## config.mk

```make
export PLATFORM = sky130hd
export DESIGN_NAME = cbt_bit_timing
export DESIGN_NICKNAME = d
export VERILOG_FILES = /design/src/logic/cbt_pkg.sv /design/src/logic/cbt_bit_timing.sv /design/src/logic/cbt_prescaler.sv
export SDC_FILE = /design/constraint.sdc
export NUM_CORES = 1
export LEC_CHECK = 0
export ABC_AREA = 1
export BUFFER_PORTS_ARGS = -buffer_cell sky130_fd_sc_hd__buf_4
export CORE_MARGIN = 5
export CORE_UTILIZATION = 50
export CTS_BUF_LIST = sky130_fd_sc_hd__clkbuf_8
export CTS_CLUSTER_DIAMETER = 120
export CTS_CLUSTER_SIZE = 8
export DETAILED_ROUTE_END_ITERATION = 8
export PLACE_DENSITY = 0.82
export SLEW_MARGIN = 25
export SYNTH_ARGS = -nofsm -noshare
export SYNTH_HDL_FRONTEND = slang
export SYNTH_HIERARCHICAL = 1
export SYNTH_SLANG_ARGS = --single-unit
export TNS_END_PERCENT = 5
```

## constraint.sdc

```tcl
create_clock -name core_clk -period 6.71 [get_ports core_clk]
set_input_delay 1.342 -clock core_clk [delete_from_list [all_inputs] [get_ports core_clk]]
set_output_delay 1.342 -clock core_clk [all_outputs]
set_load 0.005 [all_outputs]
```

## src/logic/cbt_pkg.sv

```systemverilog
// Shared constants and types for the bit timing and synchronization block.
package cbt_pkg;
  // Register byte offsets.
  localparam logic [7:0] ADR_CFG_ONE = 8'h00;
  localparam logic [7:0] ADR_CFG_TWO = 8'h04;
  localparam logic [7:0] ADR_CFG_THREE = 8'h08;
  localparam logic [7:0] ADR_CTRL = 8'h0c;
  localparam logic [7:0] ADR_STATUS = 8'h10;
  // Field widths.
  localparam int PRESCALE_W = 6;
  localparam int JUMP_W = 2;
  localparam int SEG_W = 3;
  localparam int LEN_W = 5;
  // Field positions.
  localparam int FLD_PRESCALE_LSB = 0;
  localparam int FLD_JUMP_LSB = 6;
  localparam int FLD_PROP_LSB = 0;
  localparam int FLD_PH1_LSB = 3;
  localparam int FLD_TRIPLE_BIT = 6;
  localparam int FLD_PH2SRC_BIT = 7;
  localparam int FLD_PH2_LSB = 0;
  localparam int FLD_CFGMODE_BIT = 0;
  // Reset values.
  localparam logic RST_CFGMODE = 1'b1;
  localparam logic RST_SAMPLED = 1'b1;
  // Timing counts in quanta.
  localparam logic [LEN_W-1:0] ONE_TQ = 5'h01;
  localparam logic [LEN_W-1:0] PROC_TIME_TQ = 5'h02;
  localparam logic [LEN_W-1:0] MIN_PH2_TQ = 5'h02;

  typedef struct packed {
    logic [PRESCALE_W-1:0] prescale_value;
    logic [JUMP_W-1:0] jump_width;
    logic [SEG_W-1:0] prop_seg_len;
    logic [SEG_W-1:0] phase1_len;
    logic [SEG_W-1:0] phase2_len;
    logic triple_sample_sel;
    logic phase2_select_src;
  } cbt_cfg_t;

  typedef enum logic [3:0] {
    SEG_SYNC = 4'h1,
    SEG_PROP = 4'h2,
    SEG_PH1 = 4'h4,
    SEG_PH2 = 4'h8
  } cbt_seg_t;

  typedef struct packed {
    logic tq;
    logic sample;
    logic bit_start;
    logic rx_bit;
    logic synced;
  } cbt_evt_t;
endpackage

```

## src/logic/cbt_bit_timing.sv

```systemverilog
// Bit timing, sampling and synchronization core with a Wishbone register slave.
//
// Contract
// - Quantum lasts two times prescale plus one.
// - Bit is quanta count, five to 25.
// - Sync segment is exactly one quantum.
// - Propagation segment spans one to eight quanta.
// - Phase one one to eight; sample ends it.
// - Phase two programmable, never below two quanta.
// - Processing time fixed two quanta after sample.
// - Triple sampling votes three half-quantum samples.
// - Hard sync only on idle falling edge.
// - At most one synchronization per bit.
// - Phase error sign from edge position.
// - Small error resyncs like hard sync.
// - Large positive error lengthens phase one.
// - Large negative error shortens phase two.
// - Jump width programmable one to four.
// - Only recessive-to-dominant edges give timing.
// - Edge used only if previous sample differed.
// - Dominant transmitter skips positive error resync.
// - Triple select picks vote or single sample.
// - Phase two source selects field or maximum.
// - Timing settings writable only in configuration.
// - Prescale sits in low six bits.
//
// Decided for this implementation: the address map and the Wishbone slave port.
`timescale 1ns/1ps
`default_nettype none
module cbt_bit_timing (
  // Clock and reset
  input wire logic core_clk,
  input wire logic rst_b,
  // Wishbone slave
  input wire logic wb_cyc_i,
  input wire logic wb_stb_i,
  input wire logic wb_we_i,
  input wire logic [7:0] wb_adr_i,
  input wire logic [3:0] wb_sel_i,
  input wire logic [31:0] wb_dat_i,
  output logic [31:0] wb_dat_o,
  output logic wb_ack_o,
  // Bus line and protocol context
  input wire logic bus_receive_pin,
  input wire logic bus_idle,
  input wire logic tx_dominant,
  // Timing outputs
  output var cbt_pkg::cbt_evt_t evt_o,
  output var cbt_pkg::cbt_seg_t seg_o,
  output logic config_mode_o
);
  localparam int LW = cbt_pkg::LEN_W;

  cbt_pkg::cbt_cfg_t cfg_ff;
  logic config_mode_ff;
  logic ack_ff;
  logic rx_meta_ff;
  logic rx_sync_ff;
  logic rx_prev_ff;
  logic sampled_bit_ff;
  logic synced_ff;
  logic [1:0] hist_ff;
  cbt_pkg::cbt_seg_t seg_ff;
  logic [LW-1:0] tq_cnt_ff;
  logic [LW-1:0] bit_pos_ff;
  logic [LW-1:0] ph1_ext_ff;
  logic [LW-1:0] ph2_cut_ff;

  logic req;
  logic wr_cfg;
  logic half_tq;
  logic tq;
  logic [LW-1:0] jump_len;
  logic [LW-1:0] prop_len;
  logic [LW-1:0] ph1_base;
  logic [LW-1:0] ph1_eff;
  logic [LW-1:0] ph2_prog;
  logic [LW-1:0] ph2_full;
  logic [LW-1:0] ph2_eff;
  logic [LW-1:0] seg_len;
  logic [LW-1:0] neg_mag;
  logic seg_last;
  logic sample_pt;
  logic edge_fall;
  logic edge_ok;
  logic hard_sync;
  logic pos_sync;
  logic neg_sync;
  logic zero_sync;
  logic ext_set;
  logic cut_set;
  logic restart_sync;
  logic restart_div;
  logic vote;
  logic rx_value;
  logic [31:0] rd_data;

  assign req = wb_cyc_i & wb_stb_i;
  assign config_mode_o = config_mode_ff;
  assign seg_o = seg_ff;

  // Wishbone: ack one cycle after the request; writes land on the acked edge.
  always_ff @(posedge core_clk) begin
    if (!rst_b) begin
      ack_ff <= 1'b0;
      wb_ack_o <= 1'b0;
      wb_dat_o <= 32'h0000_0000;
    end else begin
      ack_ff <= req & ~ack_ff;
      wb_ack_o <= req & ~ack_ff;
      if (req && !ack_ff) begin
        wb_dat_o <= rd_data;
      end
    end
  end

  always_comb begin
    rd_data = 32'h0000_0000;
    case (wb_adr_i)
      cbt_pkg::ADR_CFG_ONE: rd_data = {24'h000000, cfg_ff.jump_width, cfg_ff.prescale_value};
      cbt_pkg::ADR_CFG_TWO: rd_data = {24'h000000, cfg_ff.phase2_select_src, cfg_ff.triple_sample_sel,
                                       cfg_ff.phase1_len, cfg_ff.prop_seg_len};
      cbt_pkg::ADR_CFG_THREE: rd_data = {29'h00000000, cfg_ff.phase2_len};
      cbt_pkg::ADR_CTRL: rd_data = {31'h00000000, config_mode_ff};
      cbt_pkg::ADR_STATUS: rd_data = {24'h000000, 2'h0, synced_ff, sampled_bit_ff, seg_ff};
      default: rd_data = 32'h0000_0000;
    endcase
  end

  // Only the first byte lane holds fields; other lanes are ignored.
  assign wr_cfg = req & ack_ff & wb_we_i & wb_sel_i[0] & (wb_adr_i == cbt_pkg::ADR_CFG_ONE ||
                  wb_adr_i == cbt_pkg::ADR_CFG_TWO || wb_adr_i == cbt_pkg::ADR_CFG_THREE);

  always_ff @(posedge core_clk) begin
    if (!rst_b) begin
      cfg_ff <= '0;
    end else if (wr_cfg && config_mode_ff) begin
      case (wb_adr_i)
        cbt_pkg::ADR_CFG_ONE: begin
          cfg_ff.prescale_value <= wb_dat_i[cbt_pkg::FLD_PRESCALE_LSB +: cbt_pkg::PRESCALE_W];
          cfg_ff.jump_width <= wb_dat_i[cbt_pkg::FLD_JUMP_LSB +: cbt_pkg::JUMP_W];
        end
        cbt_pkg::ADR_CFG_TWO: begin
          cfg_ff.prop_seg_len <= wb_dat_i[cbt_pkg::FLD_PROP_LSB +: cbt_pkg::SEG_W];
          cfg_ff.phase1_len <= wb_dat_i[cbt_pkg::FLD_PH1_LSB +: cbt_pkg::SEG_W];
          cfg_ff.triple_sample_sel <= wb_dat_i[cbt_pkg::FLD_TRIPLE_BIT];
          cfg_ff.phase2_select_src <= wb_dat_i[cbt_pkg::FLD_PH2SRC_BIT];
        end
        default: begin
          cfg_ff.phase2_len <= wb_dat_i[cbt_pkg::FLD_PH2_LSB +: cbt_pkg::SEG_W];
        end
      endcase
    end
  end

  always_ff @(posedge core_clk) begin
    if (!rst_b) begin
      config_mode_ff <= cbt_pkg::RST_CFGMODE;
    end else if (req && ack_ff && wb_we_i && wb_sel_i[0] && wb_adr_i == cbt_pkg::ADR_CTRL) begin
      config_mode_ff <= wb_dat_i[cbt_pkg::FLD_CFGMODE_BIT];
    end
  end

  // Segment lengths in quanta; each field is stored as length minus one.
  assign jump_len = {3'h0, cfg_ff.jump_width} + cbt_pkg::ONE_TQ;
  assign prop_len = {2'h0, cfg_ff.prop_seg_len} + cbt_pkg::ONE_TQ;
  assign ph1_base = {2'h0, cfg_ff.phase1_len} + cbt_pkg::ONE_TQ;
  assign ph1_eff = ph1_base + ph1_ext_ff;
  // Source clear takes the larger of phase one and processing time, ignoring the field.
  assign ph2_prog = cfg_ff.phase2_select_src ? ({2'h0, cfg_ff.phase2_len} + cbt_pkg::ONE_TQ) :
                    ((ph1_base > cbt_pkg::PROC_TIME_TQ) ? ph1_base : cbt_pkg::PROC_TIME_TQ);
  assign ph2_full = (ph2_prog < cbt_pkg::MIN_PH2_TQ) ? cbt_pkg::MIN_PH2_TQ : ph2_prog;
  assign ph2_eff = ph2_full - ph2_cut_ff;

  always_comb begin
    seg_len = cbt_pkg::ONE_TQ;
    case (seg_ff)
      cbt_pkg::SEG_SYNC: seg_len = cbt_pkg::ONE_TQ;
      cbt_pkg::SEG_PROP: seg_len = prop_len;
      cbt_pkg::SEG_PH1: seg_len = ph1_eff;
      cbt_pkg::SEG_PH2: seg_len = ph2_eff;
      default: seg_len = cbt_pkg::ONE_TQ;
    endcase
  end

  // Bit length is 1 + prop + ph1 + ph2, which spans 5 to 25 quanta.
  assign seg_last = (tq_cnt_ff + cbt_pkg::ONE_TQ) >= seg_len;
  assign sample_pt = tq & seg_last & (seg_ff == cbt_pkg::SEG_PH1) & ~restart_sync;

  // Receive pin crosses in through two flops; only the second one is used.
  always_ff @(posedge core_clk) begin
    if (!rst_b) begin
      rx_meta_ff <= 1'b1;
      rx_sync_ff <= 1'b1;
      rx_prev_ff <= 1'b1;
    end else begin
      rx_meta_ff <= bus_receive_pin;
      rx_sync_ff <= rx_meta_ff;
      rx_prev_ff <= rx_sync_ff;
    end
  end

  assign edge_fall = rx_prev_ff & ~rx_sync_ff;
  assign edge_ok = edge_fall & sampled_bit_ff & ~synced_ff & ~config_mode_ff;
  assign hard_sync = edge_ok & bus_idle;
  assign neg_mag = ph2_eff - tq_cnt_ff;
  assign zero_sync = edge_ok & ~bus_idle & (seg_ff == cbt_pkg::SEG_SYNC);
  // A dominant transmitter sees its own edges late; skipping positive errors avoids chasing itself.
  assign pos_sync = edge_ok & ~bus_idle & ~tx_dominant &
                    (seg_ff == cbt_pkg::SEG_PROP || seg_ff == cbt_pkg::SEG_PH1);
  assign neg_sync = edge_ok & ~bus_idle & (seg_ff == cbt_pkg::SEG_PH2);
  assign ext_set = pos_sync & (bit_pos_ff > jump_len);
  assign cut_set = neg_sync & (neg_mag > jump_len);
  assign restart_sync = hard_sync | (pos_sync & ~ext_set) | (neg_sync & ~cut_set);
  assign restart_div = restart_sync | config_mode_ff;

  cbt_prescaler #(
    .PRESCALE_W(cbt_pkg::PRESCALE_W)
  ) u_prescaler (
    .core_clk(core_clk),
    .rst_b(rst_b),
    .prescale_value(cfg_ff.prescale_value),
    .restart(restart_div),
    .half_tq(half_tq),
    .tq(tq)
  );

  // Segment sequencer; a restart puts the edge inside a fresh sync segment.
  always_ff @(posedge core_clk) begin
    if (!rst_b || config_mode_ff) begin
      seg_ff <= cbt_pkg::SEG_SYNC;
      tq_cnt_ff <= '0;
      bit_pos_ff <= '0;
    end else if (restart_sync) begin
      seg_ff <= cbt_pkg::SEG_SYNC;
      tq_cnt_ff <= '0;
      bit_pos_ff <= '0;
    end else if (tq) begin
      bit_pos_ff <= (seg_ff == cbt_pkg::SEG_PH2 && seg_last) ? '0 : bit_pos_ff + cbt_pkg::ONE_TQ;
      if (seg_last) begin
        tq_cnt_ff <= '0;
        case (seg_ff)
          cbt_pkg::SEG_SYNC: seg_ff <= cbt_pkg::SEG_PROP;
          cbt_pkg::SEG_PROP: seg_ff <= cbt_pkg::SEG_PH1;
          cbt_pkg::SEG_PH1: seg_ff <= cbt_pkg::SEG_PH2;
          cbt_pkg::SEG_PH2: seg_ff <= cbt_pkg::SEG_SYNC;
          default: seg_ff <= cbt_pkg::SEG_SYNC;
        endcase
      end else begin
        tq_cnt_ff <= tq_cnt_ff + cbt_pkg::ONE_TQ;
      end
    end
  end

  // Adjustments live until the next bit starts; the once-per-bit flag clears at the end of phase two, and a restart sets it.
  always_ff @(posedge core_clk) begin
    if (!rst_b || config_mode_ff) begin
      synced_ff <= 1'b0;
      ph1_ext_ff <= '0;
      ph2_cut_ff <= '0;
    end else if (restart_sync) begin
      synced_ff <= 1'b1;
      ph1_ext_ff <= '0;
      ph2_cut_ff <= '0;
    end else if (ext_set || cut_set || zero_sync) begin
      synced_ff <= 1'b1;
      if (ext_set) begin
        ph1_ext_ff <= jump_len;
      end
      if (cut_set) begin
        ph2_cut_ff <= jump_len;
      end
    end else if (tq && seg_last && seg_ff == cbt_pkg::SEG_PH2) begin
      synced_ff <= 1'b0;
      ph1_ext_ff <= '0;
      ph2_cut_ff <= '0;
    end
  end

  // Half-quantum history gives the two earlier samples of the vote.
  always_ff @(posedge core_clk) begin
    if (!rst_b) begin
      hist_ff <= 2'h3;
    end else if (half_tq) begin
      hist_ff <= {hist_ff[0], rx_sync_ff};
    end
  end

  assign vote = (rx_sync_ff & hist_ff[0]) | (rx_sync_ff & hist_ff[1]) | (hist_ff[0] & hist_ff[1]);
  assign rx_value = cfg_ff.triple_sample_sel ? vote : rx_sync_ff;

  always_ff @(posedge core_clk) begin
    if (!rst_b) begin
      sampled_bit_ff <= cbt_pkg::RST_SAMPLED;
    end else if (sample_pt) begin
      sampled_bit_ff <= rx_value;
    end
  end

  always_ff @(posedge core_clk) begin
    if (!rst_b) begin
      evt_o <= '0;
    end else begin
      evt_o.tq <= tq;
      evt_o.sample <= sample_pt;
      evt_o.bit_start <= restart_sync | (tq & seg_last & (seg_ff == cbt_pkg::SEG_PH2));
      evt_o.rx_bit <= sample_pt ? rx_value : sampled_bit_ff;
      evt_o.synced <= restart_sync | ext_set | cut_set | zero_sync;
    end
  end

  property p_sync_one_tq;
    @(posedge core_clk) disable iff (!rst_b)
    seg_ff == cbt_pkg::SEG_SYNC && tq && !restart_sync && !config_mode_ff |=> seg_ff == cbt_pkg::SEG_PROP;
  endproperty
  a_sync_one_tq: assert property (p_sync_one_tq) else $error("sync segment not one quantum");

  property p_hard_restart;
    @(posedge core_clk) disable iff (!rst_b)
    hard_sync |=> seg_ff == cbt_pkg::SEG_SYNC && tq_cnt_ff == '0 && synced_ff;
  endproperty
  a_hard_restart: assert property (p_hard_restart) else $error("hard sync did not restart bit");

  property p_one_sync;
    @(posedge core_clk) disable iff (!rst_b)
    synced_ff |-> !restart_sync && !ext_set && !cut_set;
  endproperty
  a_one_sync: assert property (p_one_sync) else $error("second sync in one bit");

  property p_falling_only;
    @(posedge core_clk) disable iff (!rst_b)
    restart_sync || ext_set || cut_set |-> $past(rx_sync_ff) && !rx_sync_ff;
  endproperty
  a_falling_only: assert property (p_falling_only) else $error("sync on non-falling edge");

  property p_prev_differs;
    @(posedge core_clk) disable iff (!rst_b)
    restart_sync || ext_set || cut_set |-> sampled_bit_ff && !rx_sync_ff;
  endproperty
  a_prev_differs: assert property (p_prev_differs) else $error("sync edge matches last sample");

  property p_tx_dom;
    @(posedge core_clk) disable iff (!rst_b)
    tx_dominant && !bus_idle && (seg_ff == cbt_pkg::SEG_PROP || seg_ff == cbt_pkg::SEG_PH1) |-> !restart_sync && !ext_set;
  endproperty
  a_tx_dom: assert property (p_tx_dom) else $error("positive resync while transmitting dominant");

  property p_extend;
    @(posedge core_clk) disable iff (!rst_b)
    ext_set |=> ph1_ext_ff == $past(jump_len) && ph1_eff == ph1_base + $past(jump_len);
  endproperty
  a_extend: assert property (p_extend) else $error("phase one not lengthened by jump width");

  property p_shorten;
    @(posedge core_clk) disable iff (!rst_b)
    cut_set |=> ph2_eff == ph2_full - $past(jump_len);
  endproperty
  a_shorten: assert property (p_shorten) else $error("phase two not shortened by jump width");

  property p_ph2_min;
    @(posedge core_clk) disable iff (!rst_b)
    ph2_full >= cbt_pkg::MIN_PH2_TQ && ph2_full >= (cfg_ff.phase2_select_src ? ph2_full : ph1_base);
  endproperty
  a_ph2_min: assert property (p_ph2_min) else $error("phase two below minimum");

  property p_small_err;
    @(posedge core_clk) disable iff (!rst_b)
    pos_sync && bit_pos_ff <= jump_len |=> seg_ff == cbt_pkg::SEG_SYNC && ph1_ext_ff == '0;
  endproperty
  a_small_err: assert property (p_small_err) else $error("small error did not realign");

  property p_cfg_lock;
    @(posedge core_clk) disable iff (!rst_b)
    wr_cfg && !config_mode_ff |=> $stable(cfg_ff);
  endproperty
  a_cfg_lock: assert property (p_cfg_lock) else $error("settings changed outside configuration");

  property p_vote;
    @(posedge core_clk) disable iff (!rst_b)
    sample_pt && cfg_ff.triple_sample_sel && hist_ff[0] == hist_ff[1] |=> sampled_bit_ff == $past(hist_ff[0]);
  endproperty
  a_vote: assert property (p_vote) else $error("majority vote wrong");
endmodule // cbt_bit_timing
`default_nettype wire

```

## src/logic/cbt_prescaler.sv

```systemverilog
// Time quantum prescaler with half-quantum strobe.
`timescale 1ns/1ps
`default_nettype none
module cbt_prescaler #(
  parameter int PRESCALE_W = 6
) (
  // Clock and reset
  input wire logic core_clk,
  input wire logic rst_b,
  // Control
  input wire logic [PRESCALE_W-1:0] prescale_value,
  input wire logic restart,
  // Quantum strobes
  output logic half_tq,
  output logic tq
);
  logic [PRESCALE_W-1:0] div_cnt_ff;
  logic phase_ff;
  logic wrap;
  logic [PRESCALE_W+1:0] gap_ff;
  logic seen_ff;

  // A greater-or-equal compare keeps the divider from running away if the value shrinks mid-count.
  assign wrap = (div_cnt_ff >= prescale_value);

  always_ff @(posedge core_clk) begin
    if (!rst_b || restart) begin
      div_cnt_ff <= '0;
      phase_ff <= 1'b0;
    end else if (wrap) begin
      div_cnt_ff <= '0;
      phase_ff <= ~phase_ff;
    end else begin
      div_cnt_ff <= div_cnt_ff + {{(PRESCALE_W-1){1'b0}}, 1'b1};
    end
  end

  always_ff @(posedge core_clk) begin
    if (!rst_b) begin
      half_tq <= 1'b0;
      tq <= 1'b0;
    end else begin
      half_tq <= wrap & ~restart;
      tq <= wrap & phase_ff & ~restart;
    end
  end

  always_ff @(posedge core_clk) begin
    if (!rst_b || restart) begin
      gap_ff <= '0;
      seen_ff <= 1'b0;
    end else if (tq) begin
      gap_ff <= '0;
      seen_ff <= 1'b1;
    end else begin
      gap_ff <= gap_ff + {{(PRESCALE_W+1){1'b0}}, 1'b1};
    end
  end

  property p_tq_period;
    @(posedge core_clk) disable iff (!rst_b)
    tq && seen_ff && !restart |-> gap_ff == {1'b0, prescale_value, 1'b1};
  endproperty
  a_tq_period: assert property (p_tq_period) else $error("quantum period wrong");
endmodule // cbt_prescaler
`default_nettype wire

```

==> impl_results.html <==
<table>
<tr><th>Metric</th><th>Value</th></tr>
<tr><th colspan="2">STA</th></tr>
<tr><td>Final-report max-slew violation count</td><td>0</td></tr>
<tr><td>Final clock period utilization by the worst path</td><td>between 60% and 70%</td></tr>
<tr><td>F_max</td><td>between 200 and 250 MHz</td></tr>
<tr><td>Worst-margin pin slew</td><td>roughly 0.54 ns</td></tr>
<tr><td>Final worst clock skew</td><td>between 0.015 and 0.02 ns</td></tr>
<tr><td>Total Neg Setup Slack</td><td>0 ns</td></tr>
<tr><td># setup viols final</td><td>0</td></tr>
<tr><td>Count of endpoints failing hold in the final timing report</td><td>0</td></tr>
<tr><td>Minimum clock period</td><td>about 4.6 ns</td></tr>
<tr><td>Worst slew margin</td><td>a little under two thirds</td></tr>
<tr><td>RSZ-0062 raised after global routing</td><td>false</td></tr>
<tr><th colspan="2">Die</th></tr>
<tr><td>CORE AREA</td><td>8680 µm²</td></tr>
<tr><td>Die width</td><td>104 µm</td></tr>
<tr><td>Vertical extent of the die</td><td>~100 µm</td></tr>
<tr><td>Top Ports</td><td>95</td></tr>
<tr><td>Total Die Area</td><td>around 11000 µm²</td></tr>
<tr><td>Starting utilization of the core area</td><td>about half</td></tr>
<tr><td>Cell row count</td><td>34</td></tr>
<tr><th colspan="2">Route</th></tr>
<tr><td>Initial DRT Pass Iterations</td><td>5</td></tr>
<tr><td>Routed length per placed instance</td><td>roughly 14 µm</td></tr>
<tr><td>Avg Vias per Cell</td><td>about 5.3</td></tr>
<tr><td>Number of nets with antenna violations after detailed routing</td><td>0</td></tr>
<tr><td>Via count of the routed design</td><td>about 4000</td></tr>
<tr><td>Detailed router's first-iteration violation count</td><td>216</td></tr>
<tr><td>Post-detailed-route DRC marker count</td><td>0</td></tr>
<tr><td>Total wire length after detailed routing</td><td>between 10 and 15 mm</td></tr>
<tr><th colspan="2">Worst setup path</th></tr>
<tr><td>Worst EP arrival</td><td>4.91 ns</td></tr>
<tr><td>Setup Crit Path Kind</td><td>register to register</td></tr>
<tr><td>Critical path buffers and inverters</td><td>4</td></tr>
<tr><td>Crit start category</td><td>register</td></tr>
<tr><td>CP peak stage delay</td><td>about 0.4 ns</td></tr>
<tr><td>Cell mode on critical path</td><td>sky130_fd_sc_hd__inv_1</td></tr>
<tr><td>Delay-heaviest family, CP</td><td>simple AND/OR/NAND/NOR gates</td></tr>
<tr><td>Library cell contributing the largest single delay on the critical path</td><td>sky130_fd_sc_hd__fa_1</td></tr>
<tr><td>CP cell instances</td><td>inv_1, nor3_1, inv_1, nand2_1, o21ai_0, a21oi_1, o31ai_1, ha_1, fa_1, xnor2_1, ha_1, xnor2_1, ha_1, nand2_1, inv_1, a22oi_1, nor2_1, nand3_1, nand2_2, inv_1, nand2_1, nor2_1, nand3_2, nor2_1</td></tr>
<tr><td>Worst-path fanout max</td><td>6</td></tr>
<tr><td>Data required time at the worst endpoint</td><td>between 7 and 8 ns</td></tr>
<tr><td>Crit end category</td><td>register</td></tr>
<tr><th colspan="2">Finish</th></tr>
<tr><td>Number of standard cells in the layout, taps in and fillers out</td><td>between 700 and 800</td></tr>
<tr><td>Highest-count cells in the layout ignoring fill and taps</td><td>sky130_fd_sc_hd__inv_1 (106), sky130_fd_sc_hd__nand2_1 (91), sky130_fd_sc_hd__dfxtp_1 (70)</td></tr>
<tr><td>Number of inserted filler cells in the final layout</td><td>roughly 770</td></tr>
<tr><td>Layout overhead on the synthesized area</td><td>11.3%</td></tr>
<tr><td>Fraction of layout instances using a drive strength above 1</td><td>about 17%</td></tr>
<tr><td>Most frequent standard cell in the layout excluding fill and tap cells</td><td>sky130_fd_sc_hd__inv_1</td></tr>
<tr><td>Antenna diode count</td><td>0</td></tr>
<tr><td>Layout Nets</td><td>~730</td></tr>
<tr><th colspan="2">Clocking</th></tr>
<tr><td>Hold-fix buffer count after cts</td><td>0</td></tr>
<tr><td>Number of gates resized after CTS</td><td>0</td></tr>
<tr><td>Number of buffers between clock root and the deepest sink</td><td>2</td></tr>
<tr><td>Clock sink total</td><td>70</td></tr>
<tr><td>CTS tree</td><td>done</td></tr>
<tr><td>Clock latency on the worst-skew pair</td><td>0.36 ns</td></tr>
<tr><td>CTS HTree Levels</td><td>3</td></tr>
<tr><td>Clock buffer count from CTS</td><td>9</td></tr>
<tr><td>Clock-pin slew on the worst setup and hold paths</td><td>approximately 0.08 ns</td></tr>
<tr><td>Post CTS Setup Buffer Count</td><td>0</td></tr>
<tr><td>Clock root buffer</td><td>sky130_fd_sc_hd__clkbuf_8</td></tr>
<tr><th colspan="2">Power and ir drop</th></tr>
<tr><td>Pwr dens</td><td>154 nW/µm²</td></tr>
<tr><td>Leakage power of the design</td><td>approximately 2.3 nW</td></tr>
<tr><td>Worst IR drop on VDD</td><td>121 µV</td></tr>
<tr><th colspan="2">GRT</th></tr>
<tr><td>Maximum number of pins on one net before global-route repair</td><td>34</td></tr>
<tr><td>Vias in the first global route</td><td>between 3000 and 4000</td></tr>
<tr><td>Number of antenna violations at the first check in global routing</td><td>0</td></tr>
<tr><td>Global-route wire length before repair</td><td>approximately 17 mm</td></tr>
<tr><td>Global routing usage summed across all routing layers</td><td>a little under a fifth</td></tr>
<tr><td>GRT overflow</td><td>0</td></tr>
<tr><th colspan="2">Placed design</th></tr>
<tr><td>Cell count after placement</td><td>between 700 and 800</td></tr>
<tr><td>Total of buffers placed on input and output ports</td><td>43</td></tr>
<tr><td>Detail Placement HPWL</td><td>8.25 mm</td></tr>
<tr><td>GP Congestion</td><td>0.851</td></tr>
<tr><th colspan="2">Worst hold path</th></tr>
<tr><td>Hold WC Path Type</td><td>register to register</td></tr>
<tr><th colspan="2">Logic synthesis</th></tr>
<tr><td>Post-synthesis register bit count</td><td>70</td></tr>
<tr><td>Sequential fraction of the synthesis area</td><td>between 30% and 40%</td></tr>
<tr><td>Synthesized area divided by synthesized cell count</td><td>between 7 and 8 µm²</td></tr>
<tr><td>Post-synthesis instance area</td><td>~4400 µm²</td></tr>
<tr><td>Synth unique cells</td><td>between 40 and 50</td></tr>
<tr><td>Count of synthesis-stage warnings from yosys</td><td>6</td></tr>
<tr><td>Count of mapped cells out of synthesis</td><td>593</td></tr>
<tr><th colspan="2">Job</th></tr>
<tr><td>Max-cap violation count</td><td>0</td></tr>
<tr><th colspan="2">Outcome</th></tr>
<tr><td>Status</td><td>completed</td></tr>
</table>
-- cell families (layout without fill, tap and decap cells) --
logic type	Yosys count	after routing	synth area share [%]
AOI/OAI and AO/OA	95	95	15.6
xor gates and xnor gates	17	17	3.35
adders and majority gates	38	38	11.2
buffers and inverters	144	172	14.8
DFF	70	70	31.6
other	1	24	0.0844
and+or+nand+nor	228	228	23.5
-- final timing paths --
check | cells past startpoint | startpoint | slack (ns) | endpoint
setup / recovery | 24 | cfg_ff[5]$_SDFFE_PN0P_ | 2.10 | u_prescaler/div_cnt_ff[2]$_SDFF_PP0_
hold / removal | 1 | rx_meta_ff$_SDFF_PN1_ | 0.41 | rx_sync_ff$_SDFF_PN1_
setup reg to reg | 24 | cfg_ff[5]$_SDFFE_PN0P_ | 2.10 | u_prescaler/div_cnt_ff[2]$_SDFF_PP0_
hold reg to reg | 1 | rx_meta_ff$_SDFF_PN1_ | 0.41 | rx_sync_ff$_SDFF_PN1_
-- routing by layer --
layer,global-route usage (%),wire length [µm]
met5,0,0
met4,8.97,311
met3,3.54,776
met2,31.9,4920
met1,23.5,4330
-- stage by stage --
step | instance area [µm²] | hold slack (ns) | total power [mW] | util (%) | setup slack, ns
after floorplan | 4530 | 0.393 | 0.451 | - | 2.89
after global placement | 4760 | 0.397 | 0.458 | 54.8 | 2.42
after detailed placement | 4760 | 0.398 | 0.459 | 54.8 | 2.23
after CTS | 4940 | 0.416 | 0.765 | 56.9 | 2.18
after global routing | 4940 | 0.429 | 0.788 | 56.9 | 1.69
final | 4940 | 0.415 | 0.762 | 56.9 | 2.10
-- report_power, final --
group	switching, mW	total (mW)	leakage (nW)	internal, mW
Combinational	0.0188	0.0319	1.62	0.0132
Clock	0.168	0.313	0.0849	0.145
Sequential	0.000824	0.418	0.565	0.417
Total	0.188	0.762	2.27	0.575
-- cell type report --
type / count / area, µm² / share of cell area, %
flip-flops and latches: 70 / 1400 / 28.4
inverters: 112 / 423 / 8.56
multi-input cells: 402 / 2470 / 50.0
repair buffers: 44 / 330 / 6.68
clock buffers: 10 / 138 / 2.78
clock inverters: 6 / 45.0 / 0.911
well taps: 108 / 135 / 2.73
-- state kept, by name, summed over array words and instances (netlist names), 4 cells and up --
name                    flops
cfg_ff                     19
u_prescaler/div_cnt_ff      6
seg_o                       4
evt_o                       5
bit_pos_ff                  5
wb_dat_o                    8
tq_cnt_ff                   5
-- worst reg2reg max path: stages, from the launching register on --
cell                      delay (ns)
sky130_fd_sc_hd__dfxtp_1        0.39
sky130_fd_sc_hd__inv_1          0.17
sky130_fd_sc_hd__nor3_1         0.34
sky130_fd_sc_hd__inv_1          0.10
sky130_fd_sc_hd__nand2_1        0.09
sky130_fd_sc_hd__o21ai_0        0.08
sky130_fd_sc_hd__a21oi_1        0.17
sky130_fd_sc_hd__o31ai_1        0.11
sky130_fd_sc_hd__ha_1           0.23
sky130_fd_sc_hd__fa_1           0.41
sky130_fd_sc_hd__xnor2_1        0.31
sky130_fd_sc_hd__ha_1           0.34
sky130_fd_sc_hd__xnor2_1        0.21
sky130_fd_sc_hd__ha_1           0.28
sky130_fd_sc_hd__nand2_1        0.06
sky130_fd_sc_hd__inv_1          0.05
sky130_fd_sc_hd__a22oi_1        0.18
sky130_fd_sc_hd__nor2_1         0.08
sky130_fd_sc_hd__nand3_1        0.14
sky130_fd_sc_hd__nand2_2        0.11
sky130_fd_sc_hd__inv_1          0.09
sky130_fd_sc_hd__nand2_1        0.07
sky130_fd_sc_hd__nor2_1         0.25
sky130_fd_sc_hd__nand3_2        0.19
sky130_fd_sc_hd__nor2_1         0.13
-- cell usage after synthesis, drive strengths merged --
library cell    n  area share, %
a41oi           1           0.20
xor2           10            2.0
fa              3            1.4
or2             2           0.28
o32ai           1           0.20
nor2           71            6.5
clkbuf          4           0.34
o21a            2           0.34
a221oi          1           0.20
conb            1          0.084
ha             35            9.9
a22oi           4           0.68
a211oi         20            5.2
o211ai          2           0.34
nor4            1           0.14
o31ai           1           0.17
o21ai          15            1.7
inv           112            9.5
xnor2           7            1.4
dfxtp          70             32
nor3            7           0.90
nand2         101            9.3
a21oi          35            4.6
buf            28            4.9
nand3b          1           0.17
o22ai           9            1.3
nor3b           1           0.17
a31oi           2           0.28
o2111ai         1           0.20
nand3          30            4.1
o221ai          1           0.20
nand4          14            2.0
Note: power is estimated with default switching activity, not from simulation.
